## config.mk

```make
export PLATFORM = sky130hd
export DESIGN_NAME = ca_top
export DESIGN_NICKNAME = d
export VERILOG_FILES = /design/src/ca_pkg.sv /design/src/ca_mod_if.sv /design/src/ca_unit.sv /design/src/ca_top.sv
export SDC_FILE = /design/constraint.sdc
export NUM_CORES = 1
export LEC_CHECK = 0
export ABC_AREA = 0
export BUFFER_PORTS_ARGS = -buffer_cell sky130_fd_sc_hd__buf_2
export CORE_ASPECT_RATIO = 1.1
export CORE_UTILIZATION = 40
export DETAILED_ROUTE_END_ITERATION = 10
export SLEW_MARGIN = 15
export SYNTH_ARGS = -nofsm -noshare
export SYNTH_HDL_FRONTEND = slang
export SYNTH_HIERARCHICAL = 1
export SYNTH_SLANG_ARGS = --single-unit
```

## constraint.sdc

```tcl
create_clock -name pclk -period 2.7 [get_ports pclk]
set_input_delay 0.27 -clock pclk [delete_from_list [all_inputs] [get_ports pclk]]
set_output_delay 0.27 -clock pclk [all_outputs]
set_load 0.03 [all_outputs]
```

## src/ca_pkg.sv

```systemverilog
// Operation
// - One 16-bit counter is the shared time base for five capture/compare modules.
// - Each module owns one port pin; module 0 is port bit 3, then upward.
// - Source select: 00 clock/12, 01 clock/4, 10 timer 0 overflow, 11 external pin.
// - Idle-stop bit set halts the counter during processor idle; clear keeps it running.
// - Watchdog enable bit turns on the watchdog function of module 4.
// - Software sets run bit 6 to count; counting stops while it is clear.
// - Counter overflow sets the overflow flag, bit 7 of the run and flags register.
// - Overflow flag raises the shared interrupt only while its enable bit is set.
// - Hardware never clears the overflow flag; only a software write of zero does.
// - Bits 0 to 4 are module event flags, set by hardware, cleared by software.
// - Mode bit 0 lets the module event flag raise the shared interrupt.
// - Mode bit 1 puts the module in pulse width modulation on its pin.
// - Mode bit 2 toggles the module pin each time the counter equals the value.
// - Mode bit 3 sets the module event flag when the counter equals the value.
// - Mode bit 4 captures on falling pin edges, bit 5 on rising, both on either.
// - Mode bit 6 enables the comparator of counter against the value pair.
// - A capture loads the counter into the value pair; compares match against it.
// - In modulation mode the high value byte sets the duty cycle of the pin.
// - Software may also set the overflow flag by writing one.
`default_nettype none
package ca_pkg;
	localparam int NMOD = 5;
	localparam int PIN_BASE = 3;
	// ----------------------------------------
	// Register byte offsets
	// ----------------------------------------
	localparam logic [7:0] A_MODE = 8'h00;
	localparam logic [7:0] A_RUN = 8'h04;
	localparam logic [7:0] A_CNT = 8'h08;
	localparam logic [7:0] A_MMODE = 8'h10;
	localparam logic [7:0] A_VAL = 8'h30;
	// Decoded register codes
	localparam logic [4:0] R_MODE = 5'h00;
	localparam logic [4:0] R_RUN = 5'h01;
	localparam logic [4:0] R_CNT = 5'h02;
	localparam logic [4:0] R_MM = 5'h03;
	localparam logic [4:0] R_VAL = 5'h08;
	localparam logic [4:0] R_NONE = 5'h1F;
	// ----------------------------------------
	// Field positions and masks
	// ----------------------------------------
	localparam int MC_IDLE = 7;
	localparam int MC_WATCHDOG_ENABLE = 6;
	localparam int MC_SRC = 1;
	localparam int MC_ECF = 0;
	localparam int RF_CF = 7;
	localparam int RF_CR = 6;
	localparam int MM_MODULE_IRQ_ENABLE = 0;
	localparam int MM_PWM = 1;
	localparam int MM_TOG = 2;
	localparam int MM_MAT = 3;
	localparam int MM_CAPTURE_FALLING_EN = 4;
	localparam int MM_CAPTURE_RISING_EN = 5;
	localparam int MM_COMPARATOR_ENABLE = 6;
	localparam logic [7:0] MC_MASK = 8'hC7;
	localparam logic [7:0] MM_MASK = 8'h7F;
	// ----------------------------------------
	// Reset values, sources, prescaler
	// ----------------------------------------
	localparam logic [7:0] RST_REG = 8'h00;
	localparam logic [15:0] RST_VAL = 16'h0000;
	localparam logic [1:0] SRC_DIV12 = 2'h0;
	localparam logic [1:0] SRC_DIV4 = 2'h1;
	localparam logic [1:0] SRC_T0 = 2'h2;
	localparam logic [1:0] SRC_EXT = 2'h3;
	localparam logic [3:0] PRE_LAST = 4'hB;
	localparam logic [1:0] PRE4_LAST = 2'h3;
endpackage
`default_nettype wire

```

## src/ca_mod_if.sv

```systemverilog
`default_nettype none
// Signals between the time base and one capture/compare module
interface ca_mod_if;
	logic [15:0] count;
	logic tick;
	logic [7:0] mode;
	logic [15:0] value;
	logic pin_i;
	logic match;
	logic capture;
	logic pin_o;
	logic pin_oe;
	modport ctl(output count, tick, mode, value, pin_i, input match, capture, pin_o, pin_oe);
	modport unit(input count, tick, mode, value, pin_i, output match, capture, pin_o, pin_oe);
endinterface
`default_nettype wire

```

## src/ca_unit.sv

```systemverilog
`default_nettype none
module ca_unit (
	input wire logic pclk,
	input wire logic presetn,
	ca_mod_if.unit u
);
	logic [2:0] sync;
	logic level;
	logic rise;
	logic fall;
	logic pwm_lvl;

	// ----------------------------------------
	// Pin synchroniser and edge detect
	// ----------------------------------------
	always_ff @(posedge pclk or negedge presetn) begin
		if (!presetn) begin
			sync <= 3'h0;
			level <= 1'b0;
		end else begin
			sync <= {sync[1:0], u.pin_i};
			if (sync[1] == sync[2]) begin
				level <= sync[2];
			end
		end
	end

	// Edges counted once second and third stages agree
	assign rise = (sync[1] == sync[2]) && sync[2] && !level;
	assign fall = (sync[1] == sync[2]) && !sync[2] && level;

	// Capture request and comparator match
	assign u.capture = (rise && u.mode[ca_pkg::MM_CAPTURE_RISING_EN]) ||
		(fall && u.mode[ca_pkg::MM_CAPTURE_FALLING_EN]);
	assign u.match = u.mode[ca_pkg::MM_COMPARATOR_ENABLE] && u.tick &&
		(16'(u.count + 16'h0001) == u.value);

	// Duty set by high value byte against low counter byte
	assign pwm_lvl = (u.count[7:0] >= u.value[15:8]);

	// ----------------------------------------
	// Pin output
	// ----------------------------------------
	always_ff @(posedge pclk or negedge presetn) begin
		if (!presetn) begin
			u.pin_o <= 1'b0;
			u.pin_oe <= 1'b0;
		end else begin
			u.pin_oe <= u.mode[ca_pkg::MM_PWM] || u.mode[ca_pkg::MM_TOG];
			if (u.mode[ca_pkg::MM_PWM]) begin
				u.pin_o <= pwm_lvl;
			end else if (u.mode[ca_pkg::MM_TOG] && u.match) begin
				u.pin_o <= !u.pin_o;
			end
		end
	end
endmodule
`default_nettype wire

```

## src/ca_top.sv

```systemverilog
// Design decisions made here: the APB slave port and the address map.
`default_nettype none
module ca_top (
	input wire logic pclk,
	input wire logic presetn,
	input wire logic psel,
	input wire logic penable,
	input wire logic pwrite,
	input wire logic [7:0] paddr,
	input wire logic [31:0] pwdata,
	output logic [31:0] prdata,
	output logic pready,
	output logic pslverr,
	input wire logic cpu_idle,
	input wire logic timer0_ovf,
	input wire logic external_count_input,
	input wire logic [4:0] module_pin_i,
	output logic [4:0] module_pin_o,
	output logic [4:0] module_pin_oe,
	output logic irq,
	output logic wdt_reset
);
	localparam int N = ca_pkg::NMOD;

	logic [7:0] mode_ctl;
	logic overflow_flag;
	logic run_control;
	logic [N-1:0] module_event_flag;
	logic [7:0] mmode [N];
	logic [15:0] value [N];
	logic [15:0] count;
	logic [3:0] pre;
	logic [2:0] ext_sync;
	logic ext_level;
	logic ext_fall;
	logic pre_tick;
	logic tick;
	logic wrap;
	logic [1:0] src;
	logic idle_stop_ctrl;
	logic wr;
	logic setup;
	logic [4:0] wreg;
	logic [N-1:0] match_ev;
	logic [N-1:0] cap_ev;
	logic [N-1:0] flag_set;
	logic [N-1:0] irq_en;
	logic [31:0] rd_mux;

	ca_mod_if u [N] ();

	// ----------------------------------------
	// Address decode
	// ----------------------------------------
	function automatic logic [4:0] ca_dec(input logic [7:0] a);
		logic [7:0] off;
		off = 8'h00;
		if (a[1:0] != 2'h0) begin
			ca_dec = ca_pkg::R_NONE;
		end else if (a == ca_pkg::A_MODE) begin
			ca_dec = ca_pkg::R_MODE;
		end else if (a == ca_pkg::A_RUN) begin
			ca_dec = ca_pkg::R_RUN;
		end else if (a == ca_pkg::A_CNT) begin
			ca_dec = ca_pkg::R_CNT;
		end else if (a >= ca_pkg::A_MMODE && a < 8'(ca_pkg::A_MMODE + 4 * N)) begin
			off = 8'(a - ca_pkg::A_MMODE);
			ca_dec = 5'(ca_pkg::R_MM + 5'(off[7:2]));
		end else if (a >= ca_pkg::A_VAL && a < 8'(ca_pkg::A_VAL + 8 * N)) begin
			off = 8'(a - ca_pkg::A_VAL);
			ca_dec = 5'(ca_pkg::R_VAL + 5'(off[7:2]));
		end else begin
			ca_dec = ca_pkg::R_NONE;
		end
	endfunction

	// Bus phases
	assign setup = psel && !penable;
	assign wr = psel && penable && pwrite && pready;
	assign wreg = ca_dec(paddr);
	assign src = mode_ctl[ca_pkg::MC_SRC +: 2];
	assign idle_stop_ctrl = mode_ctl[ca_pkg::MC_IDLE];

	// ----------------------------------------
	// External count input synchroniser
	// ----------------------------------------
	always_ff @(posedge pclk or negedge presetn) begin
		if (!presetn) begin
			ext_sync <= 3'h0;
			ext_level <= 1'b0;
		end else begin
			ext_sync <= {ext_sync[1:0], external_count_input};
			if (ext_sync[1] == ext_sync[2]) begin
				ext_level <= ext_sync[2];
			end
		end
	end

	assign ext_fall = (ext_sync[1] == ext_sync[2]) && !ext_sync[2] && ext_level;

	// ----------------------------------------
	// Prescaler and count source
	// ----------------------------------------
	always_ff @(posedge pclk or negedge presetn) begin
		if (!presetn) begin
			pre <= 4'h0;
		end else if (pre == ca_pkg::PRE_LAST) begin
			pre <= 4'h0;
		end else begin
			pre <= 4'(pre + 4'h1);
		end
	end

	// Source select
	always_comb begin
		case (src)
			ca_pkg::SRC_DIV12: pre_tick = (pre == ca_pkg::PRE_LAST);
			ca_pkg::SRC_DIV4: pre_tick = (pre[1:0] == ca_pkg::PRE4_LAST);
			ca_pkg::SRC_T0: pre_tick = timer0_ovf;
			ca_pkg::SRC_EXT: pre_tick = ext_fall;
			default: pre_tick = 1'b0;
		endcase
	end

	// Step gated by run bit and idle stop
	assign tick = pre_tick && run_control && !(cpu_idle && idle_stop_ctrl);
	assign wrap = tick && (count == 16'hFFFF);

	// ----------------------------------------
	// Shared time base
	// ----------------------------------------
	always_ff @(posedge pclk or negedge presetn) begin
		if (!presetn) begin
			count <= ca_pkg::RST_VAL;
		end else if (tick) begin
			count <= 16'(count + 16'h0001);
		end
	end

	// ----------------------------------------
	// Control registers
	// ----------------------------------------
	always_ff @(posedge pclk or negedge presetn) begin
		if (!presetn) begin
			mode_ctl <= ca_pkg::RST_REG;
			run_control <= 1'b0;
		end else if (wr) begin
			if (wreg == ca_pkg::R_MODE) begin
				mode_ctl <= pwdata[7:0] & ca_pkg::MC_MASK;
			end
			if (wreg == ca_pkg::R_RUN) begin
				run_control <= pwdata[ca_pkg::RF_CR];
			end
		end
	end

	// Overflow flag: hardware set wins over software clear
	always_ff @(posedge pclk or negedge presetn) begin
		if (!presetn) begin
			overflow_flag <= 1'b0;
		end else if (wrap) begin
			overflow_flag <= 1'b1;
		end else if (wr && wreg == ca_pkg::R_RUN) begin
			overflow_flag <= pwdata[ca_pkg::RF_CF];
		end
	end

	// ----------------------------------------
	// Per-module connections, flags and values
	// ----------------------------------------
	for (genvar g = 0; g < N; g++) begin : gen_mod
		assign u[g].count = count;
		assign u[g].tick = tick;
		assign u[g].mode = mmode[g];
		assign u[g].value = value[g];
		assign u[g].pin_i = module_pin_i[g];
		assign match_ev[g] = u[g].match;
		assign cap_ev[g] = u[g].capture;
		assign flag_set[g] = (match_ev[g] && mmode[g][ca_pkg::MM_MAT]) || cap_ev[g];
		assign irq_en[g] = mmode[g][ca_pkg::MM_MODULE_IRQ_ENABLE];

		ca_unit unit (
			.pclk(pclk),
			.presetn(presetn),
			.u(u[g])
		);

		// Module pin outputs
		always_ff @(posedge pclk or negedge presetn) begin
			if (!presetn) begin
				module_pin_o[g] <= 1'b0;
				module_pin_oe[g] <= 1'b0;
			end else begin
				module_pin_o[g] <= u[g].pin_o;
				module_pin_oe[g] <= u[g].pin_oe;
			end
		end

		// Event flag: set wins, write of zero clears
		always_ff @(posedge pclk or negedge presetn) begin
			if (!presetn) begin
				module_event_flag[g] <= 1'b0;
			end else if (flag_set[g]) begin
				module_event_flag[g] <= 1'b1;
			end else if (wr && wreg == ca_pkg::R_RUN && !pwdata[g]) begin
				module_event_flag[g] <= 1'b0;
			end
		end

		// Mode register
		always_ff @(posedge pclk or negedge presetn) begin
			if (!presetn) begin
				mmode[g] <= ca_pkg::RST_REG;
			end else if (wr && wreg == 5'(ca_pkg::R_MM + g)) begin
				mmode[g] <= pwdata[7:0] & ca_pkg::MM_MASK;
			end
		end

		// Value pair: capture wins over a software write
		always_ff @(posedge pclk or negedge presetn) begin
			if (!presetn) begin
				value[g] <= ca_pkg::RST_VAL;
			end else if (cap_ev[g]) begin
				value[g] <= count;
			end else if (wr && wreg == 5'(ca_pkg::R_VAL + 2 * g)) begin
				value[g][7:0] <= pwdata[7:0];
			end else if (wr && wreg == 5'(ca_pkg::R_VAL + 2 * g + 1)) begin
				value[g][15:8] <= pwdata[7:0];
			end
		end
	end

	// ----------------------------------------
	// Interrupt request and watchdog
	// ----------------------------------------
	always_ff @(posedge pclk or negedge presetn) begin
		if (!presetn) begin
			irq <= 1'b0;
			wdt_reset <= 1'b0;
		end else begin
			irq <= (overflow_flag && mode_ctl[ca_pkg::MC_ECF]) ||
				|(module_event_flag & irq_en);
			wdt_reset <= mode_ctl[ca_pkg::MC_WATCHDOG_ENABLE] && match_ev[N-1];
		end
	end

	// ----------------------------------------
	// Read data mux
	// ----------------------------------------
	always_comb begin
		logic [4:0] r;
		logic [4:0] k;
		r = ca_dec(paddr);
		k = 5'h00;
		rd_mux = 32'h0000_0000;
		if (r == ca_pkg::R_MODE) begin
			rd_mux[7:0] = mode_ctl;
		end else if (r == ca_pkg::R_RUN) begin
			rd_mux[ca_pkg::RF_CF] = overflow_flag;
			rd_mux[ca_pkg::RF_CR] = run_control;
			rd_mux[N-1:0] = module_event_flag;
		end else if (r == ca_pkg::R_CNT) begin
			rd_mux[15:0] = count;
		end else if (r >= ca_pkg::R_MM && r < ca_pkg::R_VAL) begin
			k = 5'(r - ca_pkg::R_MM);
			rd_mux[7:0] = mmode[3'(k)];
		end else if (r != ca_pkg::R_NONE) begin
			k = 5'(r - ca_pkg::R_VAL);
			rd_mux[7:0] = k[0] ? value[3'(k[4:1])][15:8] : value[3'(k[4:1])][7:0];
		end
	end

	// ----------------------------------------
	// APB answer, prepared in the setup cycle
	// ----------------------------------------
	always_ff @(posedge pclk or negedge presetn) begin
		if (!presetn) begin
			prdata <= 32'h0000_0000;
			pready <= 1'b0;
			pslverr <= 1'b0;
		end else begin
			pready <= 1'b1;
			if (setup) begin
				prdata <= pwrite ? 32'h0000_0000 : rd_mux;
				pslverr <= (wreg == ca_pkg::R_NONE);
			end else if (!psel) begin
				pslverr <= 1'b0;
			end
		end
	end
endmodule
`default_nettype wire

```

---- After elaboration in Yosys (flattened, before gate mapping) ----
Index checks and enable logic that the tools add are counted.
cells by class
  add/sub/neg operators ................... 8
  multiply operators ...................... 0
  equal/unequal tests ..................... 44
  div/mod/pow operators ................... 0
  reductions and logical operators ........ 158
  bitwise operators ....................... 3
  order comparisons ....................... 13
  shift operators ......................... 0
  mux-type cells .......................... 70
operator list
  kind                   number
  $mux 8                 25
  $mux 16                8
  $logic_and 1x1->1      86
  $eq 16x16->1           5
  $bmux 16 s3            1
  $reduce_bool 2->1      22
  $eq 5x4->1 const B     8
  $ge 8x8->1             5
  $mux 5                 7
  $mux 1                 25
  $bmux 8 s3             1
  $logic_not 1->1        23
  $eq 5x3->1 const B     4
  $add 16x1->16 const B  1
  $eq 16x16->1 const B   1
  $logic_or 1x1->1       16
  $eq 5x5->1 const B     3
  $reduce_and 2->1       7
  $ne 2x1->1 const B     6
  $eq 5x2->1 const B     2
  $eq 8x3->1 const B     1
  $eq 8x4->1 const B     1
  $ge 4x4->1 const B     2
  $ge 8x5->1 const B     1
  27 further kinds       35
word-level totals
  flip-flop bits (word level) ............. 227
  output and inout bits ................... 46
  memories kept ........................... 0
  input bits .............................. 53
  ROM bits ................................ 0
  word-level logic and storage cells ...... 358
  RAM bits ................................ 0
  latch bits .............................. 0

---- Longest topological paths before layout ----
  word-level depth ........................ 20
  mapped depth ............................ 16
  depth with buffers taken out ............ 14

---- Modules after synthesis ----
The synthesis kept the hierarchy.
by module, submodules not included
  module   instances  cells an instance  area each (µm²)
  ca_top   1          993                9899.5
  ca_unit  5          121                1023.5

---- Worst setup path before layout ----
OpenSTA, ideal clock, no wires.
  kind .................................... in2reg
  start ................................... input port paddr[5]
  end ..................................... register prdata[0]
  cell stages on the path ................. 13
  required time ........................... 2.624 ns
  setup time .............................. 0.076 ns
  setup slack ............................. -0.938 ns
  arrival ................................. 3.561 ns
  path through ............................ inv_1 ha_1 nand2_1 a31oi_4 o21ai_0 or3_1 nand2_2 clkbuf_1 ha_1 xor2_1 a22oi_1 a2111o_1 o21ai_1
between the ends
  cells in the longest elaborated chain, start to end .. 20
  elaborated cells between the ends (all ways) .. 43
  classes of those cells .................. add/sub: 6; order compare: 6; eq/ne: 5; mux: 19; bitwise: 2; reduce/logical: 5
RTL lines
  what                                                     line                        RTL
  from (decl)                                              ca_top.sv:9                 input wire logic [7:0] paddr,
  $sub 7x6->7 (tied with other cells)                      ca_top.sv:70                off = 8'(a - ca_pkg::A_VAL);
  $add 4x5->5 / $logic_and 1x1->1 (equally long branches)  ca_top.sv:71, ca_top.sv:69
  $mux 5                                                   ca_top.sv:69                end else if (a >= ca_pkg::A_VAL && a < 8'(ca_pkg::A_VAL + 8 * N)) begin
  $mux 5                                                   ca_top.sv:66                end else if (a >= ca_pkg::A_MMODE && a < 8'(ca_pkg::A_MMODE + 4 * N)) begin
  $mux 5                                                   ca_top.sv:64                end else if (a == ca_pkg::A_CNT) begin
  $mux 5                                                   ca_top.sv:62                end else if (a == ca_pkg::A_RUN) begin
  $mux 5 *                                                 ca_top.sv:60                end else if (a == ca_pkg::A_MODE) begin
  $mux 5 *                                                 ca_top.sv:58                if (a[1:0] != 2'h0) begin
  (+3 left out)                                            --
  $mux 16 (implied by the code) (2 in series)              ca_top.sv:269               rd_mux[7:0] = k[0] ? value[3'(k[4:1])][15:8] : value[3'(k[4:1])][7:0];
  $mux 8                                                   ca_top.sv:269
  $mux 8                                                   ca_top.sv:267               end else if (r != ca_pkg::R_NONE) begin
  $mux 8                                                   ca_top.sv:264               end else if (r >= ca_pkg::R_MM && r < ca_pkg::R_VAL) begin
  $mux 8                                                   ca_top.sv:262               end else if (r == ca_pkg::R_CNT) begin
  $mux 5                                                   ca_top.sv:258               end else if (r == ca_pkg::R_RUN) begin
  $mux 8 *                                                 ca_top.sv:256               if (r == ca_pkg::R_MODE) begin
  $mux 16 *                                                ca_top.sv:284               prdata <= pwrite ? 32'h0000_0000 : rd_mux;
  to (signal assigned)                                     ca_top.sv:284
  to (decl)                                                ca_top.sv:11                output logic [31:0] prdata,
Mark *: on every way between the ends. The rest lies on a longest branch, timed or not. The select of a mux whose other input is x is not followed.
A chain may end at the register's enable or synchronous reset.

---- Final worst setup path ----
  start ................................... register pre[0]
  end ..................................... register gen_mod[4].unit.u.pin_o
between the ends
  cells in the longest elaborated chain, start to end .. 8
  elaborated cells between the ends (all ways) .. 9
  classes of those cells .................. eq/ne: 2; mux: 1; reduce/logical: 6
RTL lines
  what                                             line                          RTL
  from (decl)                                      ca_top.sv:32                  logic [3:0] pre;
  from (signal assigned)                           ca_top.sv:110                 pre <= 4'(pre + 4'h1);
  $eq 4x4->1 / $eq 2x2->1 (equally long branches)  ca_top.sv:117, ca_top.sv:118
  $pmux 1 s4 *                                     ca_top.sv:116                 case (src)
  $logic_and 1x1->1 * (2 in series)                ca_top.sv:126                 assign tick = pre_tick && run_control && !(cpu_idle && idle_stop_ctrl);
  via tick                                         ca_top.sv:37                  logic tick;
  $logic_and 1x1->1 * (2 in series)                ca_unit.sv:35                 assign u.match = u.mode[ca_pkg::MM_COMPARATOR_ENABLE] && u.tick &&
  $logic_and 1x1->1 *                              ca_unit.sv:52                 end else if (u.mode[ca_pkg::MM_TOG] && u.match) begin
  $reduce_bool 2->1 (no line) *                    --
  to (signal assigned)                             ca_unit.sv:51                 u.pin_o <= pwm_lvl;
  to (signal assigned)                             ca_unit.sv:53                 u.pin_o <= !u.pin_o;
  to (decl)                                        ca_mod_if.sv:14               modport unit(input count, tick, mode, value, pin_i, output match, capture, pin_o, pin_oe);
Mark *: on every way through the listed nets, which the timed path passes. The rest lies on a longest branch.

==> results <==
- The adder-cell share of the synthesized area is 0.05916.
- The run finished, with violations left.
- The worst hold slack after final layout is 0.06593 ns.
- The ratio of total power to cell area is 451.6 nW/um^2.
- Of the total synthesized cell area, the portion taken by AND, OR, NAND and NOR gates is 0.2125.
- The number of non-filler instances in the completed layout is 2378.
- The parity-gate share of the synthesized area counting xor and xnor cells is 0.07707.
- Clock latency on the worst-skew pair, taken at its later pin, is 0.58 ns.
- In the final routed layout, each cell accounts on average for 22.64 um.
- The library cells used most frequently in the layout, excluding fill and tap cells, are 210 x sky130_fd_sc_hd__buf_4, 206 x sky130_fd_sc_hd__dfrtp_1, 179 x sky130_fd_sc_hd__nand2_1.
- The final number of max-transition violations came to 0.
- The sum of negative setup slack is 0 ns.
- The final layout contains 1987 nets.
- The analysis attributes to cell leakage a power of 8.522 nW.
- The final HPWL from detailed placement is 40.56 mm.
- The number of antenna repair diodes is 0.
- In the global route stage, overall resource usage came out at 0.2840.
- The most used flip-flop cell after synthesis is sky130_fd_sc_hd__dfrtp_1.
- Of all flip-flops after synthesis, the portion carrying an async set or reset was 1.000.
- The first detailed-routing pass took 9 iterations.
- The worst setup path is launched from a register.
- The first global-routing pass estimated 83.55 mm of wire.
- The library cell used as clock root buffer is sky130_fd_sc_hd__clkbuf_16.
- The wire length after detailed routing is 53.84 mm.
- Setup repair after global routing could not meet its margin everywhere.
- After synthesis, the largest family of logic cells by area is simple AND/OR/NAND/NOR gates.
- The clock drives 211 sinks.
- Routability-driven placement finished with a final weighted congestion of 0.9842.
- Clock skew on the completed layout was measured at 0.02308 ns.
- The detailed-route via count is 13902.
- In this run the cell area measured after placement is 17910 um^2.
- The type of the most critical hold path is in2reg.
- The starting density of the core is 0.4055.
- Dividing the detail-routed via count by the number of cells gives 5.846.
- At the worst endpoint, the required time is 3.17 ns.
- Once detail routing completed, the nets flagged for antenna violations numbered 0.
- The layout filler cell count is 3474.
- The CTS tree is built.
- CTS built an H-tree with a depth of 1.
- The number of clock buffers inserted by TritonCTS is 27.
- The maximum vdd ir drop is 0.0004209 V.
- The finished cells cover 19280 um^2.
- The number of placed instances with taps included is 2313.
- After floorplanning, the core was sized to cover 37040 um^2.
- The synthesized netlist cell count is 1598.
- Data on the critical path arrives at its endpoint at 3.09 ns.
- The number of remaining DRC errors is 1.
- Port buffering added 58 buffers.
- The final setup violation count is 0.
- The relative slew slack is 0.5785.
- The number of hold-slack violations in the final timing report is 0.
- The critical path is of the reg2reg type.
- The share of the Yosys chip area taken by registers is 0.3516.
- The largest buffer count on any clock path is 3.
- Measured against the total synthesized area, the mux share comes to 0.1092.
- The number of antenna violations at the first check in global routing is 1.
- The worst path needs 2.623 ns of the cycle, external delays included.
- Overall power consumption after layout is estimated at 8.708 mW.
- Entering global routing, the biggest net connects 73 pins.
- The area fraction in compound gates after synthesis was 0.1464.
- For this run, the share of the core covered by cells in the final layout is 0.5206.
- The maximum frequency from static timing analysis is 381.2 MHz.
- For this block, the initial DRC count from the detailed router was 1195.
- The worst path meets setup with 0.07695 ns of slack.
- The fraction of final layout cells with drive strength greater than 1 is 0.2771.
- The number of synthesized register bits is 211.
- The area of the multi-input gates is 9668 um^2.
- The mapped netlist covers 15020 um^2.
- OpenSTA, run right after detailed placement, puts the worst setup slack at -0.7038 ns.
- The area growth from synthesis to final layout is 28.39%.
- The register-to-register setup slack is 0.08 ns.
- The number of enable flip-flop cells after synthesis is 0.
- The count of standard-cell rows is 74.
- The checks that failed: DRC.
- The number of global-route vias before repair is 13840.
- STA classifies the critical path endpoint as a register.
- After clock tree synthesis, the clock-pin slew on the worst setup and hold paths is 0.06 ns.
- During I/O placement, the number of pins put on the boundary was 99.
- Of the available clock period, the critical path in the final layout requires 0.9715.
- The count of synthesis-stage warnings from yosys is 6.
- For this run the aggregate overflow at the end of global routing stands at 0.
- The reported max-cap violation count is 0.
- The floorplan step set the die height to 205.2 um.
- The floorplan step set the die width to 186.7 um.
- In this run, distinct cell masters in the synthesized netlist total 85.
- The die covers 38320 um^2.
- In this run the worst path has a maximum fanout of 4.
- A synthesized cell averages 9.397 um^2.
- The sequential standard cell area is 5289 um^2.
- The most frequent standard cell in the layout excluding fill and tap cells is sky130_fd_sc_hd__buf_4.
- For the pin with the worst max-slew slack, the measured transition is 0.6322 ns.
-- state kept, by name, summed over array words and instances (netlist names) --
register	flops
u.value	80
u.mode	35
count	16
prdata	16
gen_mod.unit/sync	15
gen_mod.unit/level	5
gen_mod.unit/u.pin_o	5
gen_mod.unit/u.pin_oe	5
mode_ctl	5
module_event_flag	5
module_pin_o	5
module_pin_oe	5
pre	4
ext_sync	3
ext_level	1
irq	1
overflow_flag	1
pready	1
pslverr	1
run_control	1
wdt_reset	1
-- synth_stat cells (31+ instances only) --
cell type	number	area, um^2
sky130_fd_sc_hd__mux2i_1	102	1021
sky130_fd_sc_hd__nand2_1	185	694.4
sky130_fd_sc_hd__mux2_2	45	506.7
sky130_fd_sc_hd__a21oi_1	31	155.2
sky130_fd_sc_hd__o21ai_0	148	740.7
sky130_fd_sc_hd__ha_1	71	888.4
sky130_fd_sc_hd__nand4_1	35	219.0
sky130_fd_sc_hd__xnor2_1	67	586.8
sky130_fd_sc_hd__inv_1	67	251.5
sky130_fd_sc_hd__clkbuf_1	44	165.2
sky130_fd_sc_hd__dfrtp_1	211	5280
sky130_fd_sc_hd__nor2_1	48	180.2
sky130_fd_sc_hd__nor3_1	36	180.2
sky130_fd_sc_hd__nand3_1	75	375.4
sky130_fd_sc_hd__xor2_1	38	332.8
-- layer usage --
| metal | vias up | part of all wire | track usage |
|---|---|---|---|
| met1 | 6860 | 0.43 | 0.3785 |
| li1 | 6327 | - | - |
| met4 | 0 | 0.045 | 0.1253 |
| met2 | 582 | 0.46 | 0.4705 |
| met5 | - | 0 | 0 |
| met3 | 133 | 0.066 | 0.02678 |
-- worst max-delay path: stages, from the launching register on --
cell                       delay (ns)
sky130_fd_sc_hd__dfrtp_1         0.39
sky130_fd_sc_hd__ha_4            0.16
sky130_fd_sc_hd__buf_6           0.10
sky130_fd_sc_hd__nor2b_4         0.14
sky130_fd_sc_hd__a31oi_2         0.05
sky130_fd_sc_hd__a211oi_2        0.19
sky130_fd_sc_hd__buf_4           0.18
sky130_fd_sc_hd__nand2_1         0.11
sky130_fd_sc_hd__nor3_4          0.21
sky130_fd_sc_hd__nand4_1         0.18
sky130_fd_sc_hd__nor4_4          0.21
sky130_fd_sc_hd__nand4_1         0.24
sky130_fd_sc_hd__xnor2_1         0.18
sky130_fd_sc_hd__o21a_1          0.18
-- layout make-up --
type | count | area share
multi-input cells | 1253 | 0.5015
flip-flops and latches | 211 | 0.2743
repair buffers | 302 | 0.1282
clock buffers | 31 | 0.03738
well taps | 494 | 0.03206
inverters | 68 | 0.01363
clock inverters | 19 | 0.01298
-- kinds of logic after synthesis --
logic type / after synthesis
buffers and inverters: 149
AND/OR/NAND/NOR: 559
XOR/XNOR: 115
adder cells (fa/ha/maj): 71
flip-flops: 211
other: 2
multiplexers: 152
AO/OA/AOI/OAI: 339
-- path summary, 6_finish.rpt --
| path | startpoint | end | cells past startpoint |
|---|---|---|---|
| worst max-delay path | pre[0]$_DFF_PN0_ | gen_mod[4].unit/u.pin_o$_DFFE_PN0P_ | 13 |
| worst min-delay path | penable | pslverr$_DFFE_PN0P_ | 4 |
| worst max register to register | pre[0]$_DFF_PN0_ | gen_mod[4].unit/u.pin_o$_DFFE_PN0P_ | 13 |
| worst min register to register | gen_mod[3].unit/sync[0]$_DFF_PN0_ | gen_mod[3].unit/sync[1]$_DFF_PN0_ | 0 |
| max in group asynchronous | presetn | u[1].value[13]$_DFFE_PN0P_ | 3 |
| min in group asynchronous | presetn | prdata[10]$_DFFE_PN0P_ | 2 |
-- power by group --
part / total, mW / internal, mW / switching [mW] / leakage, nW
sequential: 3.59 / 3.34 / 0.250 / 2.47
combinational: 1.17 / 0.507 / 0.668 / 5.57
clock: 3.94 / 2.41 / 1.54 / 0.477
-- timing repair --
item                                    in CTS  in global routing
pin swaps                                    8                 27
buffers inserted                             1                  6
resized for setup                           10                 52
hold buffers                                 8                  0
endpoints found under the hold margin       74                  0
endpoints found under the setup margin      13                 58
Note: power is estimated with default switching activity, not from simulation.
